**config.mk**
```make
export PLATFORM = sky130hd
export DESIGN_NAME = dcc_top
export DESIGN_NICKNAME = d
export VERILOG_FILES = /design/src/shared/dcc_pkg.sv /design/src/verilog/dcc_sync.sv /design/src/verilog/dcc_top.sv
export SDC_FILE = /design/constraint.sdc
export NUM_CORES = 1
export LEC_CHECK = 0
export ABC_AREA = 1
export BUFFER_PORTS_ARGS = -buffer_cell sky130_fd_sc_hd__buf_4
export CORE_MARGIN = 2
export CORE_UTILIZATION = 52
export DETAILED_ROUTE_END_ITERATION = 7
export HOLD_SLACK_MARGIN = 0.1
export MAX_ROUTING_LAYER = met4
export PLACE_DENSITY = 0.86
export SLEW_MARGIN = 20
export SYNTH_ARGS = -nofsm -noshare
export SYNTH_HDL_FRONTEND = slang
export SYNTH_SLANG_ARGS = --single-unit
```
**constraint.sdc**
```tcl
create_clock -name mclk -period 1.5 [get_ports mclk]
set_input_delay 0.075 -clock mclk [delete_from_list [all_inputs] [get_ports mclk]]
set_output_delay 0.075 -clock mclk [all_outputs]
set_load 0.01 [all_outputs]
```
**src/shared/dcc_pkg.sv**
```systemverilog
// Purpose: Constants for the dual comparator control block.
// Assumes: Eight-bit registers reached over a plain strobe port.
// Notes: Behaviour
// Behaviour
// - Two comparators fed from shared analog inputs
// - Three-bit field selects eight configurations
// - Results readable in top bits, read-only
// - Result high when positive exceeds negative
// - Per-comparator polarity bit inverts bit and pin
// - Reference drives positive inputs only mode 110
// - Switch bit picks negative pair in 110
// - Output modes route raw results to pins
// - Direction bits still gate result pin drivers
// - Direction register sets pin direction always
// - Analog pins read zero from port data unless mode 111 (off)
// - Flag set while results differ from capture
// - Control access captures results, ends mismatch
// - Reset restores control, comparators off
package dcc_pkg;
   // Register bus shape.
   localparam int ADDR_W = 3;
   localparam int DATA_W = 8;
   // Register indexes on the strobe port.
   localparam logic [2:0] CTRL_IDX = 3'h0;
   localparam logic [2:0] DIR_IDX = 3'h1;
   localparam logic [2:0] PORT_IDX = 3'h2;
   localparam logic [2:0] STAT_IDX = 3'h3;
   localparam logic [2:0] MASK_IDX = 3'h4;
   // Reset values.
   localparam logic [5:0] CFG_RST = 6'h07;
   localparam logic [7:0] DIR_RST = 8'hff;
   localparam logic [7:0] PORT_RST = 8'h00;
   localparam logic [0:0] STAT_RST = 1'h0;
   localparam logic [0:0] MASK_RST = 1'h0;
   // Control register field positions.
   localparam int RES2_BIT = 7;
   localparam int RES1_BIT = 6;
   localparam int INV2_BIT = 5;
   localparam int INV1_BIT = 4;
   localparam int CIS_BIT = 3;
   localparam int MODE_MSB = 2;
   // Configuration codes.
   localparam logic [2:0] MODE_OFF = 3'h7;
   localparam logic [2:0] MODE_MUX4 = 3'h6;
   localparam logic [2:0] MODE_OUT_BOTH = 3'h3;
   localparam logic [2:0] MODE_OUT_ONE = 3'h5;
   // Port pin roles.
   localparam int PIN_RES1 = 1;
   localparam int PIN_RES2 = 2;
   localparam logic [7:0] ANALOG_MASK = 8'h78;
   // Status bit of the change event.
   localparam int CHG_BIT = 0;

   // True when the given configuration routes a result to its pin.
   function automatic logic pin_routed(input logic [2:0] mode, input logic second);
      if (mode == MODE_OUT_BOTH) begin
         pin_routed = 1'b1;
      end else if (mode == MODE_OUT_ONE) begin
         pin_routed = second;
      end else begin
         pin_routed = 1'b0;
      end
   endfunction
endpackage

```
**src/verilog/dcc_sync.sv**
```systemverilog
// Purpose: Two-stage synchroniser for the raw comparator results.
// Assumes: Inputs are asynchronous analog comparator outputs.
// Notes: Only the second stage is visible outside.
`timescale 1ns/1ps
module dcc_sync (
   // Clock and reset.
   input wire logic mclk,
   input wire logic rst,
   // Raw and settled results.
   input wire logic [1:0] raw,
   output logic [1:0] sync
);
   logic [1:0] meta_r; // First stage, read only by the second.
   logic [1:0] sync_r; // Second stage.

   // Both stages sample every edge; reset clears them.
   always_ff @(posedge mclk) begin
      if (rst) begin
         meta_r <= 2'h0;
         sync_r <= 2'h0;
      end else begin
         meta_r <= raw;
         sync_r <= meta_r;
      end
   end

   assign sync = sync_r;
endmodule

```
**src/verilog/dcc_top.sv**
```systemverilog
// Purpose: Control, result and pin logic of a dual comparator unit.
// Assumes: Analog cores, reference ladder and pin pads sit outside.
// Notes: Result pins follow the raw comparators with no clocking.
`timescale 1ns/1ps
module dcc_top (
   // Clock and reset.
   input wire logic mclk,
   input wire logic rst,
   // Register strobe port.
   input wire logic [2:0] addr,
   input wire logic [7:0] wr_data,
   input wire logic wr_stb,
   input wire logic rd_stb,
   output logic [7:0] rd_data,
   // Raw comparator outputs, positive above negative gives one.
   input wire logic cmp1_raw,
   input wire logic cmp2_raw,
   // Analog configuration controls.
   output logic [2:0] comparator_config_field,
   output logic cmp_on,
   output logic ref_to_pos,
   output logic neg_pair_sel,
   // Port F pins.
   input wire logic [7:0] pin_in,
   output logic [7:0] pin_out,
   output logic [7:0] pin_oe,
   // Interrupt.
   output logic irq
);
   // Writable control bits: polarity, switch and mode.
   logic [5:0] cfg_r, cfg_nxt;
   // Port direction, one means input.
   logic [7:0] port_f_direction_reg_r, port_f_direction_reg_nxt;
   // Port output latch.
   logic [7:0] port_r, port_nxt;
   // Sticky change status and its mask.
   logic [0:0] stat_r, stat_nxt;
   logic [0:0] mask_r, mask_nxt;
   // Results last captured by software.
   logic [1:0] cap_r, cap_nxt;
   // Read data, valid the cycle after the strobe.
   logic [7:0] rd_r, rd_nxt;
   // Registered analog controls and interrupt, with their next values.
   logic cmp_on_r, cmp_on_nxt;
   logic ref_r, ref_nxt;
   logic negsel_r, negsel_nxt;
   logic irq_r, irq_nxt;
   // Pad drive enables, one means drive.
   logic [7:0] oe_r, oe_nxt;
   // Mode as it will stand after this edge.
   logic [2:0] mode_nxt;
   // Settled results and their polarity-corrected form.
   logic [1:0] sync_res;
   logic [1:0] res;
   logic mismatch;
   logic [7:0] port_read;
   logic [2:0] mode;

   // Results are settled before software or the compare logic sees them,
   // since a metastable bit here could set the flag on a phantom edge.
   dcc_sync u_sync (
      .mclk(mclk),
      .rst(rst),
      .raw({cmp2_raw, cmp1_raw}),
      .sync(sync_res)
   );

   assign mode = cfg_r[dcc_pkg::MODE_MSB:0];

   // Positive above negative reads one unless the polarity bit inverts it.
   assign res[0] = sync_res[0] ^ cfg_r[dcc_pkg::INV1_BIT];
   assign res[1] = sync_res[1] ^ cfg_r[dcc_pkg::INV2_BIT];

   // Any difference from the captured pair is a pending change.
   assign mismatch = (res != cap_r);

   // Analog pins read as zero while the comparators own them.
   always_comb begin
      port_read = pin_in;
      if (mode != dcc_pkg::MODE_OFF) begin
         port_read = pin_in & ~dcc_pkg::ANALOG_MASK;
      end
   end

   // Next state of the register file, status and capture.
   always_comb begin
      cfg_nxt = cfg_r;
      port_f_direction_reg_nxt = port_f_direction_reg_r;
      port_nxt = port_r;
      mask_nxt = mask_r;
      stat_nxt = stat_r;
      cap_nxt = cap_r;
      rd_nxt = 8'h00;
      // Writes; result bits of the control word are dropped.
      if (wr_stb) begin
         if (addr == dcc_pkg::CTRL_IDX) begin
            cfg_nxt = wr_data[5:0];
         end else if (addr == dcc_pkg::DIR_IDX) begin
            port_f_direction_reg_nxt = wr_data;
         end else if (addr == dcc_pkg::PORT_IDX) begin
            port_nxt = wr_data;
         end else if (addr == dcc_pkg::MASK_IDX) begin
            mask_nxt = wr_data[dcc_pkg::CHG_BIT];
         end
      end
      // Any access to the control word takes a fresh reference pair.
      if ((wr_stb || rd_stb) && addr == dcc_pkg::CTRL_IDX) begin
         cap_nxt = res;
      end
      // Reads; unmapped addresses return zero.
      if (rd_stb) begin
         if (addr == dcc_pkg::CTRL_IDX) begin
            rd_nxt = {res[1], res[0], cfg_r};
         end else if (addr == dcc_pkg::DIR_IDX) begin
            rd_nxt = port_f_direction_reg_r;
         end else if (addr == dcc_pkg::PORT_IDX) begin
            rd_nxt = port_read;
         end else if (addr == dcc_pkg::STAT_IDX) begin
            rd_nxt = {7'h00, stat_r};
            stat_nxt = 1'h0;
         end else if (addr == dcc_pkg::MASK_IDX) begin
            rd_nxt = {7'h00, mask_r};
         end
      end
      // A change in the clearing cycle is kept: set wins.
      if (mismatch) begin
         stat_nxt = 1'h1;
      end
      // Derived analog controls follow the control word as it will stand next
      // cycle, so they switch on the same edge as the mode bits themselves.
      mode_nxt = cfg_nxt[dcc_pkg::MODE_MSB:0];
      // Both comparators run in every configuration but the off one.
      cmp_on_nxt = (mode_nxt != dcc_pkg::MODE_OFF);
      // The reference reaches the positive inputs only in the mux mode.
      ref_nxt = (mode_nxt == dcc_pkg::MODE_MUX4);
      // The switch bit matters only in the mux mode.
      negsel_nxt = (mode_nxt == dcc_pkg::MODE_MUX4) && cfg_nxt[dcc_pkg::CIS_BIT];
      // Drive enables are kept in a flop of their own so that the pad
      // enables come straight from a register, not through an inverter.
      oe_nxt = ~port_f_direction_reg_nxt;
      // The interrupt is a level of the unmasked status.
      irq_nxt = |(stat_nxt & mask_nxt);
   end

   // Register everything; reset turns the comparators off.
   always_ff @(posedge mclk) begin
      if (rst) begin
         cfg_r <= dcc_pkg::CFG_RST;
         port_f_direction_reg_r <= dcc_pkg::DIR_RST;
         port_r <= dcc_pkg::PORT_RST;
         stat_r <= dcc_pkg::STAT_RST;
         mask_r <= dcc_pkg::MASK_RST;
         cap_r <= 2'h0;
         rd_r <= 8'h00;
         cmp_on_r <= 1'b0;
         ref_r <= 1'b0;
         negsel_r <= 1'b0;
         irq_r <= 1'b0;
         oe_r <= ~dcc_pkg::DIR_RST;
      end else begin
         cfg_r <= cfg_nxt;
         port_f_direction_reg_r <= port_f_direction_reg_nxt;
         port_r <= port_nxt;
         stat_r <= stat_nxt;
         mask_r <= mask_nxt;
         cap_r <= cap_nxt;
         rd_r <= rd_nxt;
         cmp_on_r <= cmp_on_nxt;
         ref_r <= ref_nxt;
         negsel_r <= negsel_nxt;
         irq_r <= irq_nxt;
         oe_r <= oe_nxt;
      end
   end

   // Result pins take the raw, unsettled comparator level; this path is
   // deliberately combinational so the pin tracks the analog edge.
   always_comb begin
      pin_out = port_r;
      if (dcc_pkg::pin_routed(mode, 1'b0)) begin
         pin_out[dcc_pkg::PIN_RES1] = cmp1_raw ^ cfg_r[dcc_pkg::INV1_BIT];
      end
      if (dcc_pkg::pin_routed(mode, 1'b1)) begin
         pin_out[dcc_pkg::PIN_RES2] = cmp2_raw ^ cfg_r[dcc_pkg::INV2_BIT];
      end
   end

   // Direction bits gate the drivers in every mode, result pins included.
   assign pin_oe = oe_r;

   assign rd_data = rd_r;
   assign comparator_config_field = mode;
   assign cmp_on = cmp_on_r;
   assign ref_to_pos = ref_r;
   assign neg_pair_sel = negsel_r;
   assign irq = irq_r;
endmodule

```
==> flow_summary.json, run 1 <==
{
  "status": "finished clean",
  "grt_pass1_wl_um": 8360,
  "ys_seq_area_share_pct": 47.4,
  "worstPathCellList": "nand3b_1, o21ai_2, nor2_1, a21oi_1, buf_4",
  "syn_avg_cell_area_um2": 7.42,
  "die-width_um": 67.8,
  "grt_pass1_vias": 1877,
  "synth.top_cell.area_share_pct": 47.4,
  "layout-drive-gt1-share_pct": 24.8,
  "num-fill-cells": 312,
  "synth_cell_types": 26,
  "die_h_um": 67.8,
  "drtIter0Drc": 209,
  "start_util_pct": 53.6,
  "clkLatencyLatePin_ns": 0.31,
  "grtUsageMet3_pct": 6.67,
  "firstDrtPassIters": 4,
  "leakagePower_nw": 1.37,
  "via_count": 2057,
  "yosys.area_share.simple_pct": 26.2,
  "synthAdderAreaFrac_pct": 0,
  "rsz0062_at_grt": "no",
  "slew_headroom_pct": 66.6,
  "setup_tns_ns": 0,
  "vdd_drop_max_v": 0.000742,
  "tightest_slew_ns": 0.498,
  "synth.largest_area_cell": "dfxtp_1",
  "globalRouteMet2Util_pct": 40.8,
  "clkTransAtPathRegs_ns": 0.09,
  "timing.final.crit_share_pct": 96.3,
  "antenna_found_initial": 0,
  "cpLargestDelayFamily": "flip-flops",
  "synthMuxAreaShare_pct": 0,
  "syn_nets": 310,
  "cts-root-buf": "clkbuf_8",
  "use_met1_pct": 30.9,
  "crit_fanout": 5,
  "power_w": 0.00263,
  "cts_tree": "yes",
  "synth_top_family_by_area": "simple AND/OR/NAND/NOR gates",
  "cts.sinks": 50,
  "cp-end-kind": "output port",
  "max-cap-violations": 0,
  "rows": 23,
  "seqPwrFrac_pct": 53.3,
  "top_usage_layer": "met2",
  "cp_slowest_cell": "dfxtp_4",
  "pwr-share-clk_pct": 32.2,
  "drv_slew": 0,
  "setup_viol": 0,
  "syn_inst": 285,
  "synth_area_um2": 2110,
  "p_per_area_nw_per_um2": 937,
  "dp_hpwl_um": 3720,
  "htreeDepth": 2,
  "final_util_pct": 71.3,
  "die_area_um2": 4590,
  "cts.path.max_buffers": 2,
  "numPortBuffers": 55,
  "finClkSkew_ns": 0.00451,
  "ant_nets": 0,
  "via_per_inst": 5.08,
  "start_kind": "flip-flop",
  "synth_xor_area_share_pct": 1.66,
  "r2r_setup_slack_ns": 0.33,
  "num_antenna_cells": 0,
  "finalHoldViolations": 0,
  "combPwrFrac_pct": 14.5,
  "hp-class": "in -> reg",
  "wl_um": 5340,
  "ys_ff_latch": 50,
  "nNetsFinal": 379,
  "cp_slowest_stage_delay_ns": 0.38,
  "p_sw_w": 0.000701,
  "critical_path_arrival_ns": 1.37,
  "synth.top_cells.by_area": "dfxtp_1 (47%), nor2_1 (10%), nand2_1 (7.3%), o21ai_0 (6.2%), inv_1 (5.7%)",
  "regArea_um2": 1010,
  "area_growth_pct": 33.0,
  "cp_num_buf_inv": 1,
  "core_um2": 3940,
  "min_period_ns": 1.44,
  "worstSetupPathType": "reg -> out",
  "p_sw_share_pct": 26.6,
  "grt_overflow_total": 0,
  "p_int_w": 0.00193,
  "route.detailed.drc": 0,
  "max_freq_mhz": 692,
  "yosysWarnings": 0,
  "grt_max_degree": 26,
  "numCtsBuffers": 5,
  "ioPinCount": 56,
  "grtUsageTotal_pct": 25.7,
  "crit_required_ns": 1.42,
  "multi_input_area_um2": 871,
  "place_congestion": 0.938,
  "synth_compound_area_share_pct": 13.1,
  "wl_per_cell_um": 13.2
}
-- routing by layer --
layer	vias to the layer above	wire [µm]
li1	1038	-
met1	912	2210
met4	0	106
met3	14	451
met2	93	2580
met5	-	0
-- cells in the final DEF (no fill, tap or decap), drive strengths merged --
master       instances
buf                 59
nor2                59
dfxtp               50
nand2               45
inv                 38
o21ai               36
dlygate4sd3         19
a21oi               14
nand3               10
nand4                6
clkbuf               6
xnor2                3
nor3                 3
nand3b               2
a31oi                2
xor2                 1
o21bai               1
clkinvlp             1
-- metrics by stage --
step | setup slack [ns] | cell area [µm²] | instances | hold slack (ns)
after detailed placement | 0.211 | 2500 | 376 | 0.304
final | 0.0553 | 2810 | 405 | 0.115
after CTS | 0.0165 | 2790 | 403 | 0.112
after floorplan | 0.426 | 2110 | 285 | 0.182
after global placement | 0.238 | 2500 | 376 | 0.294
after global routing | 0.00487 | 2810 | 405 | 0.119
-- worst paths after layout --
kind / to / depth (start not counted) / from
max: pin_out[2] / 5 / cfg_r[2]$_SDFF_PP1_
min: rd_data[7]$_SDFF_PP0_ / 5 / pin_in[7]
max reg2reg: stat_r$_SDFF_PP0_ / 7 / cfg_r[5]$_SDFFE_PP0P_
min reg2reg: u_sync.sync[0]$_SDFF_PP0_ / 2 / u_sync.meta_r[0]$_SDFF_PP0_
-- state kept, by name, indices dropped and copies added (netlist names), 2 cells and up --
signal / flops
port_f_direction_reg_r: 8
u_sync.sync: 2
cap_r: 2
cfg_r: 6
pin_oe: 8
u_sync.meta_r: 2
rd_data: 8
port_r: 8
-- layout make-up --
cell class,instances,area share [%]
multi-input combinational,182,31.0
clock buffer,6,2.94
clock inverter,2,0.579
inverter,37,4.94
timing repair buffer,78,22.5
sequential,50,35.8
tap,50,2.23
-- worst reg2reg max path, delay by kind of cell (launching register included) --
| kind | cells | cell delay, ns |
|---|---|---|
| flip-flops | 1 | 0.43 |
| AND/OR/NAND/NOR | 6 | 0.55 |
| buffers and inverters | 1 | 0.08 |
-- cell usage after synthesis --
cell,n
nor2_4,1
clkbuf_1,4
buf_6,1
o21ai_0,26
nand3_2,1
nor2_1,57
buf_2,1
buf_4,10
nand2_1,41
nand3_1,9
nor2_2,1
nor3_2,2
inv_2,5
xor2_1,1
xnor2_1,3
a21oi_1,14
a31oi_1,2
nand3b_1,2
nor3_4,1
o21bai_1,1
inv_1,32
nand2_2,4
dfxtp_1,50
nand4_1,6
o21ai_1,8
o21ai_2,2
-- kinds of logic (layout without fill, tap and decap cells) --
group                     count (synthesis)  count (layout)
AOI/OAI and AO/OA                        53              53
xor gates and xnor gates                  4               4
buffers and inverters                    53             123
DFF                                      50              50
and+or+nand+nor                         125             125
-- power groups by stage --
| stage | combinational [W] | clock, W | sequential, W |
|---|---|---|---|
| floorplan | 0.000188 | 0 | 0.00144 |
| global placement | 0.000325 | 0 | 0.00143 |
| detailed placement | 0.000330 | 0 | 0.00144 |
| CTS | 0.000373 | 0.000849 | 0.00140 |
| global route | 0.000423 | 0.000919 | 0.00141 |
| finish | 0.000383 | 0.000848 | 0.00140 |
-- what timing repair did --
| action | in CTS | in global routing |
|---|---|---|
| hold buffers | 19 | 0 |
| endpoints found under the hold margin | 29 | 0 |
| setup endpoints to repair | 1 | 1 |
| resized for setup | 3 | 3 |
| buffers inserted | 0 | 2 |
Note: power is estimated with default switching activity, not from simulation.
==> run 2, diff against run 1 <==
- ABC_AREA: 1 -> 0
==> flow_summary.json, run 2 <==
{
  "finClkSkew_ns": 0.00381,
  "min_period_ns": 1.37,
  "synth.top_cell.area_share_pct": 45.9,
  "numPortBuffers": 55,
  "slew_headroom_pct": 68.9,
  "cts.sinks": 50,
  "die_h_um": 68.7,
  "route.detailed.drc": 0,
  "finalNonFillerCells": 324,
  "cp_num_buf_inv": 1,
  "cts.path.max_buffers": 2,
  "cp_slowest_cell": "dfxtp_2",
  "clkTransAtPathRegs_ns": 0.09,
  "final_util_pct": 67.6,
  "synth.largest_area_cell": "dfxtp_1",
  "ys_ff_latch": 50,
  "htreeDepth": 2,
  "p_sw_share_pct": 24.3,
  "layout-drive-gt1-share_pct": 29.2,
  "numCtsBuffers": 5,
  "seqPwrFrac_pct": 55.0,
  "drtIter0Drc": 136,
  "max-cap-violations": 0,
  "rsz0062_at_grt": "no",
  "start_kind": "flip-flop",
  "synth.top_cells.by_area": "dfxtp_1 (46%), mux2i_1 (5.1%), buf_4 (4.1%), nor2_1 (3.6%), nor2b_1 (3.4%)",
  "vdd_drop_max_v": 0.000763,
  "leakagePower_nw": 1.12,
  "num-fill-cells": 351,
  "nNetsFinal": 298,
  "yosysWarnings": 0,
  "syn_nets": 244,
  "die-width_um": 68.7,
  "cp_slowest_stage_delay_ns": 0.42,
  "postLayoutCellArea_um2": 2720,
  "hp-class": "in -> reg",
  "syn_avg_cell_area_um2": 9.95,
  "worstSetupPathType": "reg -> out",
  "hold-worst-slack_ns": 0.148,
  "tightest_slew_ns": 0.465,
  "ant_nets": 0,
  "syn_inst": 219,
  "via_count": 1763,
  "antenna_found_initial": 0,
  "grt_pass1_wl_um": 7890,
  "crit_fanout": 8,
  "firstDrtPassIters": 5,
  "synth.most_common_cell": "dfxtp_1",
  "clkLatencyLatePin_ns": 0.30,
  "grtUsageTotal_pct": 23.6,
  "pwr-share-clk_pct": 31.3,
  "p_int_w": 0.00192,
  "via_per_inst": 5.44,
  "p_sw_w": 0.000617,
  "timing.final.crit_share_pct": 91.3,
  "async_flop_share_pct": 0,
  "die_area_um2": 4730,
  "layout_commonest_cell": "buf_4",
  "wl_um": 4970,
  "setup_tns_ns": 0,
  "synth_cell_types": 36,
  "ioPinCount": 56,
  "cp-end-kind": "output port",
  "dpl.cell_count": 305,
  "drv_slew": 0,
  "dp_hpwl_um": 3510,
  "cts_tree": "yes",
  "cpLargestDelayFamily": "flip-flops",
  "grt_max_degree": 36,
  "worstPathCellList": "xor2_1, a21oi_1, a31oi_1, buf_4",
  "num_antenna_cells": 0,
  "grt_pass1_vias": 1672,
  "finalHoldViolations": 0,
  "synth_common_cells": "dfxtp_1 (50), nor2_1 (21), nand2_1 (15)",
  "place_congestion": 0.852,
  "cts-root-buf": "clkbuf_8",
  "setup_viol": 0,
  "rows": 23,
  "wl_per_cell_um": 15.3,
  "ys_seq_area_share_pct": 45.9,
  "synth_ff_type": "dfxtp_1",
  "synth_edf_count": 0,
  "core_um2": 4030,
  "cts_setup_buffers": 0,
  "area_growth_pct": 24.9,
  "layout_common_cells": "buf_4 (60), dfxtp_1 (47), nor2_1 (21)",
  "status": "finished clean",
  "crit_required_ns": 1.42,
  "placed_area_um2": 2520,
  "p_per_area_nw_per_um2": 934,
  "max_freq_mhz": 730,
  "synth_area_um2": 2180,
  "start_util_pct": 54.1,
  "combPwrFrac_pct": 13.7,
  "grt_overflow_total": 0,
  "critical_path_arrival_ns": 1.29
}
## run 2: cell count changes in the layout (fill, tap and decap cells not counted), sizes merged, moves of 4 or more
| cell | before | now |
|---|---|---|
| nor2 | 59 | 21 |
| inv | 38 | 3 |
| o21ai | 36 | 1 |
| nand2 | 45 | 15 |
| nor2b | 0 | 12 |
| mux2i | 0 | 11 |
| a211oi | 0 | 10 |
| a211o | 0 | 8 |
| dlygate4sd3 | 19 | 11 |
| nand3 | 10 | 2 |
| nor3 | 3 | 10 |
| nand2b | 0 | 6 |
| nand4 | 6 | 0 |
| a32oi | 0 | 4 |
## run 2: layer usage
layer | vias up | GRT usage (%) | part of all wire (%)
li1 | 866 | - | -
met1 | 835 | 29.7 | 43
met2 | 55 | 37.9 | 50
met3 | 7 | 5.36 | 5.5
met4 | 0 | 7.35 | 1.4
met5 | - | - | 0
## run 2: cells by family after synthesis
family / synth area share (%)
muxes: 5.05
and+or+nand+nor: 22.5
AOI/OAI and AO/OA: 13.8
DFF: 45.9
buffers and inverters: 8.55
xor gates and xnor gates: 4.19
## run 2: worst paths after layout
check / start / endpoint / slack [ns] / cells after the start
max: cfg_r[1]$_SDFF_PP1_ / pin_out[2] / 0.13 / 4
min: pin_in[3] / rd_data[3]$_SDFF_PP0_ / 0.15 / 3
max reg2reg: cap_r[1]$_SDFFE_PP0P_ / irq$_SDFF_PP0_ / 0.24 / 3
min reg2reg: u_sync.meta_r[1]$_SDFF_PP0_ / u_sync.sync[1]$_SDFF_PP0_ / 0.46 / 1
## run 2: what timing repair did
action | in CTS | in global routing
hold buffers | 11 | 0
resized for setup | 0 | 3
hold endpoints to repair | 35 | 0
endpoints found under the setup margin | 0 | 2
## run 2: final cells by class
type                            count  area, µm²  area share, %
Sequential cell                    50       1000           36.9
Timing Repair Buffer               71        561           20.6
Clock buffer                        7       86.3           3.17
Multi-Input combinational cell    142        992           36.4
Inverter                            3       11.3          0.414
Tap cell                           50       62.6           2.30
Clock inverter                      1       5.00          0.184
## run 2: power groups by stage
stage	Sequential, W	Clock [W]	Combinational (W)
finish	0.00140	0.000796	0.000349
global route	0.00140	0.000869	0.000381
CTS	0.00140	0.000814	0.000348
detailed placement	0.00143	0	0.000324
global placement	0.00143	0	0.000317
floorplan	0.00143	0	0.000190
## run 2: worst register-to-register path: cells and delay by family, from the launching register on
kind                      cells  cell delay (ns)
DFF                           1             0.34
and+or+nand+nor               1             0.10
xor gates and xnor gates      1             0.40
AOI/OAI and AO/OA             1             0.30
## run 2: stage by stage
stage	power [W]	setup slack, ns
detailed placement	0.00175	0.171
global route	0.00265	0.0397
global placement	0.00174	0.185
finish	0.00254	0.131
CTS	0.00256	0.0421
floorplan	0.00162	0.203
==> run 3, diff against run 2 <==
- CORE_UTILIZATION: 52 -> 46
- PLACE_DENSITY: 0.86 -> 0.78
- SKIP_LAST_GASP: not set -> 1
- clock period: 1.5 -> 1.7 ns (I/O delays scaled with it)
==> flow_summary.json, run 3 (synthesized netlist as in run 2, its figures left out) <==
{
  "status": "finished clean",
  "seqPwrFrac_pct": 52.6,
  "pwr-share-clk_pct": 34.8,
  "timing.final.crit_share_pct": 85.6,
  "leakagePower_nw": 1.11,
  "cts-root-buf": "clkbuf_8",
  "worstPathCellList": "xor2_1, a21oi_1, a31oi_1, buf_4",
  "cp_slowest_cell": "dfxtp_1",
  "nNetsFinal": 293,
  "layout_common_cells": "buf_4 (56), dfxtp_1 (50), nor2_1 (21)",
  "max-cap-violations": 0,
  "min_period_ns": 1.45,
  "worstSetupPathType": "reg -> out",
  "cts.sinks": 50,
  "p_int_w": 0.00180,
  "firstDrtPassIters": 4,
  "grt_max_degree": 44,
  "r2r_setup_slack_ns": 0.31,
  "die_area_um2": 5300,
  "cp_slowest_stage_delay_ns": 0.47,
  "setup_viol": 0,
  "area_growth_pct": 23.9,
  "drv_slew": 0,
  "cp-end-kind": "output port",
  "finalHoldViolations": 0,
  "route.detailed.drc": 0,
  "p_sw_w": 0.000548,
  "antenna_found_initial": 0,
  "layout-drive-gt1-share_pct": 27.5,
  "num_antenna_cells": 0,
  "rsz0062_at_grt": "no",
  "rows": 25,
  "hp-class": "in -> reg",
  "max_freq_mhz": 688,
  "cts_tree": "yes",
  "layout_commonest_cell": "buf_4",
  "grt_overflow_total": 0,
  "crit_required_ns": 1.62,
  "setup_tns_ns": 0,
  "core_um2": 4630,
  "via_per_inst": 5.30,
  "finClkSkew_ns": 0.00513,
  "clkLatencyLatePin_ns": 0.30,
  "critical_path_arrival_ns": 1.37,
  "ioPinCount": 56,
  "grtUsageTotal_pct": 19.7,
  "combPwrFrac_pct": 12.6,
  "via_count": 1711,
  "drtIter0Drc": 118,
  "crit_fanout": 8,
  "place_congestion": 0.812,
  "wl_per_cell_um": 14.6,
  "num-fill-cells": 426,
  "numCtsBuffers": 5,
  "slew_headroom_pct": 68.6,
  "dp_hpwl_um": 3250,
  "vdd_drop_max_v": 0.000508,
  "power_w": 0.00234,
  "p_per_area_nw_per_um2": 868,
  "numPortBuffers": 55,
  "p_sw_share_pct": 23.4,
  "start_util_pct": 47.1,
  "clkTransAtPathRegs_ns": 0.09,
  "tightest_slew_ns": 0.469,
  "die-width_um": 72.8,
  "wl_um": 4710,
  "cts.path.max_buffers": 2,
  "htreeDepth": 2,
  "die_h_um": 72.8,
  "grt_pass1_vias": 1635,
  "start_kind": "flip-flop",
  "grt_pass1_wl_um": 7800,
  "ant_nets": 0,
  "post_cts_resized": 0
}
## run 3: power groups by stage
stage / clock network, W / registers, W / logic [W]
floorplan: 0 / 0.00126 / 0.000168
global placement: 0 / 0.00126 / 0.000274
detailed placement: 0 / 0.00126 / 0.000278
CTS: 0.000832 / 0.00123 / 0.000297
global route: 0.000882 / 0.00124 / 0.000327
finish: 0.000815 / 0.00123 / 0.000296
## run 3: layout make-up
cell class                 count  area, µm²  share of cell area, %
tap                           54       67.6                   2.50
multi-input combinational    142        992                   36.7
sequential                    50       1000                   37.1
timing repair buffer          66        520                   19.3
clock inverter                 3       40.0                   1.48
clock buffer                   5       68.8                   2.55
inverter                       3       11.3                  0.417
## run 3: timing repair
action	in CTS	in global routing
hold buffers	10	0
setup endpoints to repair	0	0
buffers inserted	0	0
endpoints found under the hold margin	32	0
## run 3: final timing paths
path / start / to / cells after the start
max: cfg_r[2]$_SDFF_PP1_ / pin_out[2] / 4
min: pin_in[4] / rd_data[4]$_SDFF_PP0_ / 3
max reg2reg: cfg_r[4]$_SDFFE_PP0P_ / irq$_SDFF_PP0_ / 3
min reg2reg: u_sync.meta_r[0]$_SDFF_PP0_ / u_sync.sync[0]$_SDFF_PP0_ / 1
## run 3: metrics by stage
step / area, µm² / instances / hold WS, ns / worst slack, ns / utilization (%)
floorplan: 2180 / 219 / 0.184 / 0.403 / -
finish: 2700 / 323 / 0.140 / 0.246 / 58.4
CTS: 2700 / 323 / 0.136 / 0.234 / 58.4
global route: 2700 / 323 / 0.127 / 0.147 / 58.4
detailed placement: 2490 / 305 / 0.293 / 0.333 / 53.8
global placement: 2490 / 305 / 0.293 / 0.356 / 53.8
## run 3: metal layers
layer / vias to the layer above / part of all wire (%) / track usage (%)
met2: 48 / 47 / 30.7
li1: 860 / - / -
met5: - / 0 / -
met1: 799 / 47 / 25.7
met3: 4 / 5.2 / 4.70
met4: 0 / 0.93 / 5.56
## run 3: critical path, delay by kind of cell, from the launching register on
family / cells / cell delay, ns
DFF: 1 / 0.47
AOI/OAI and AO/OA: 2 / 0.25
xor gates and xnor gates: 1 / 0.21
buffers and inverters: 1 / 0.14
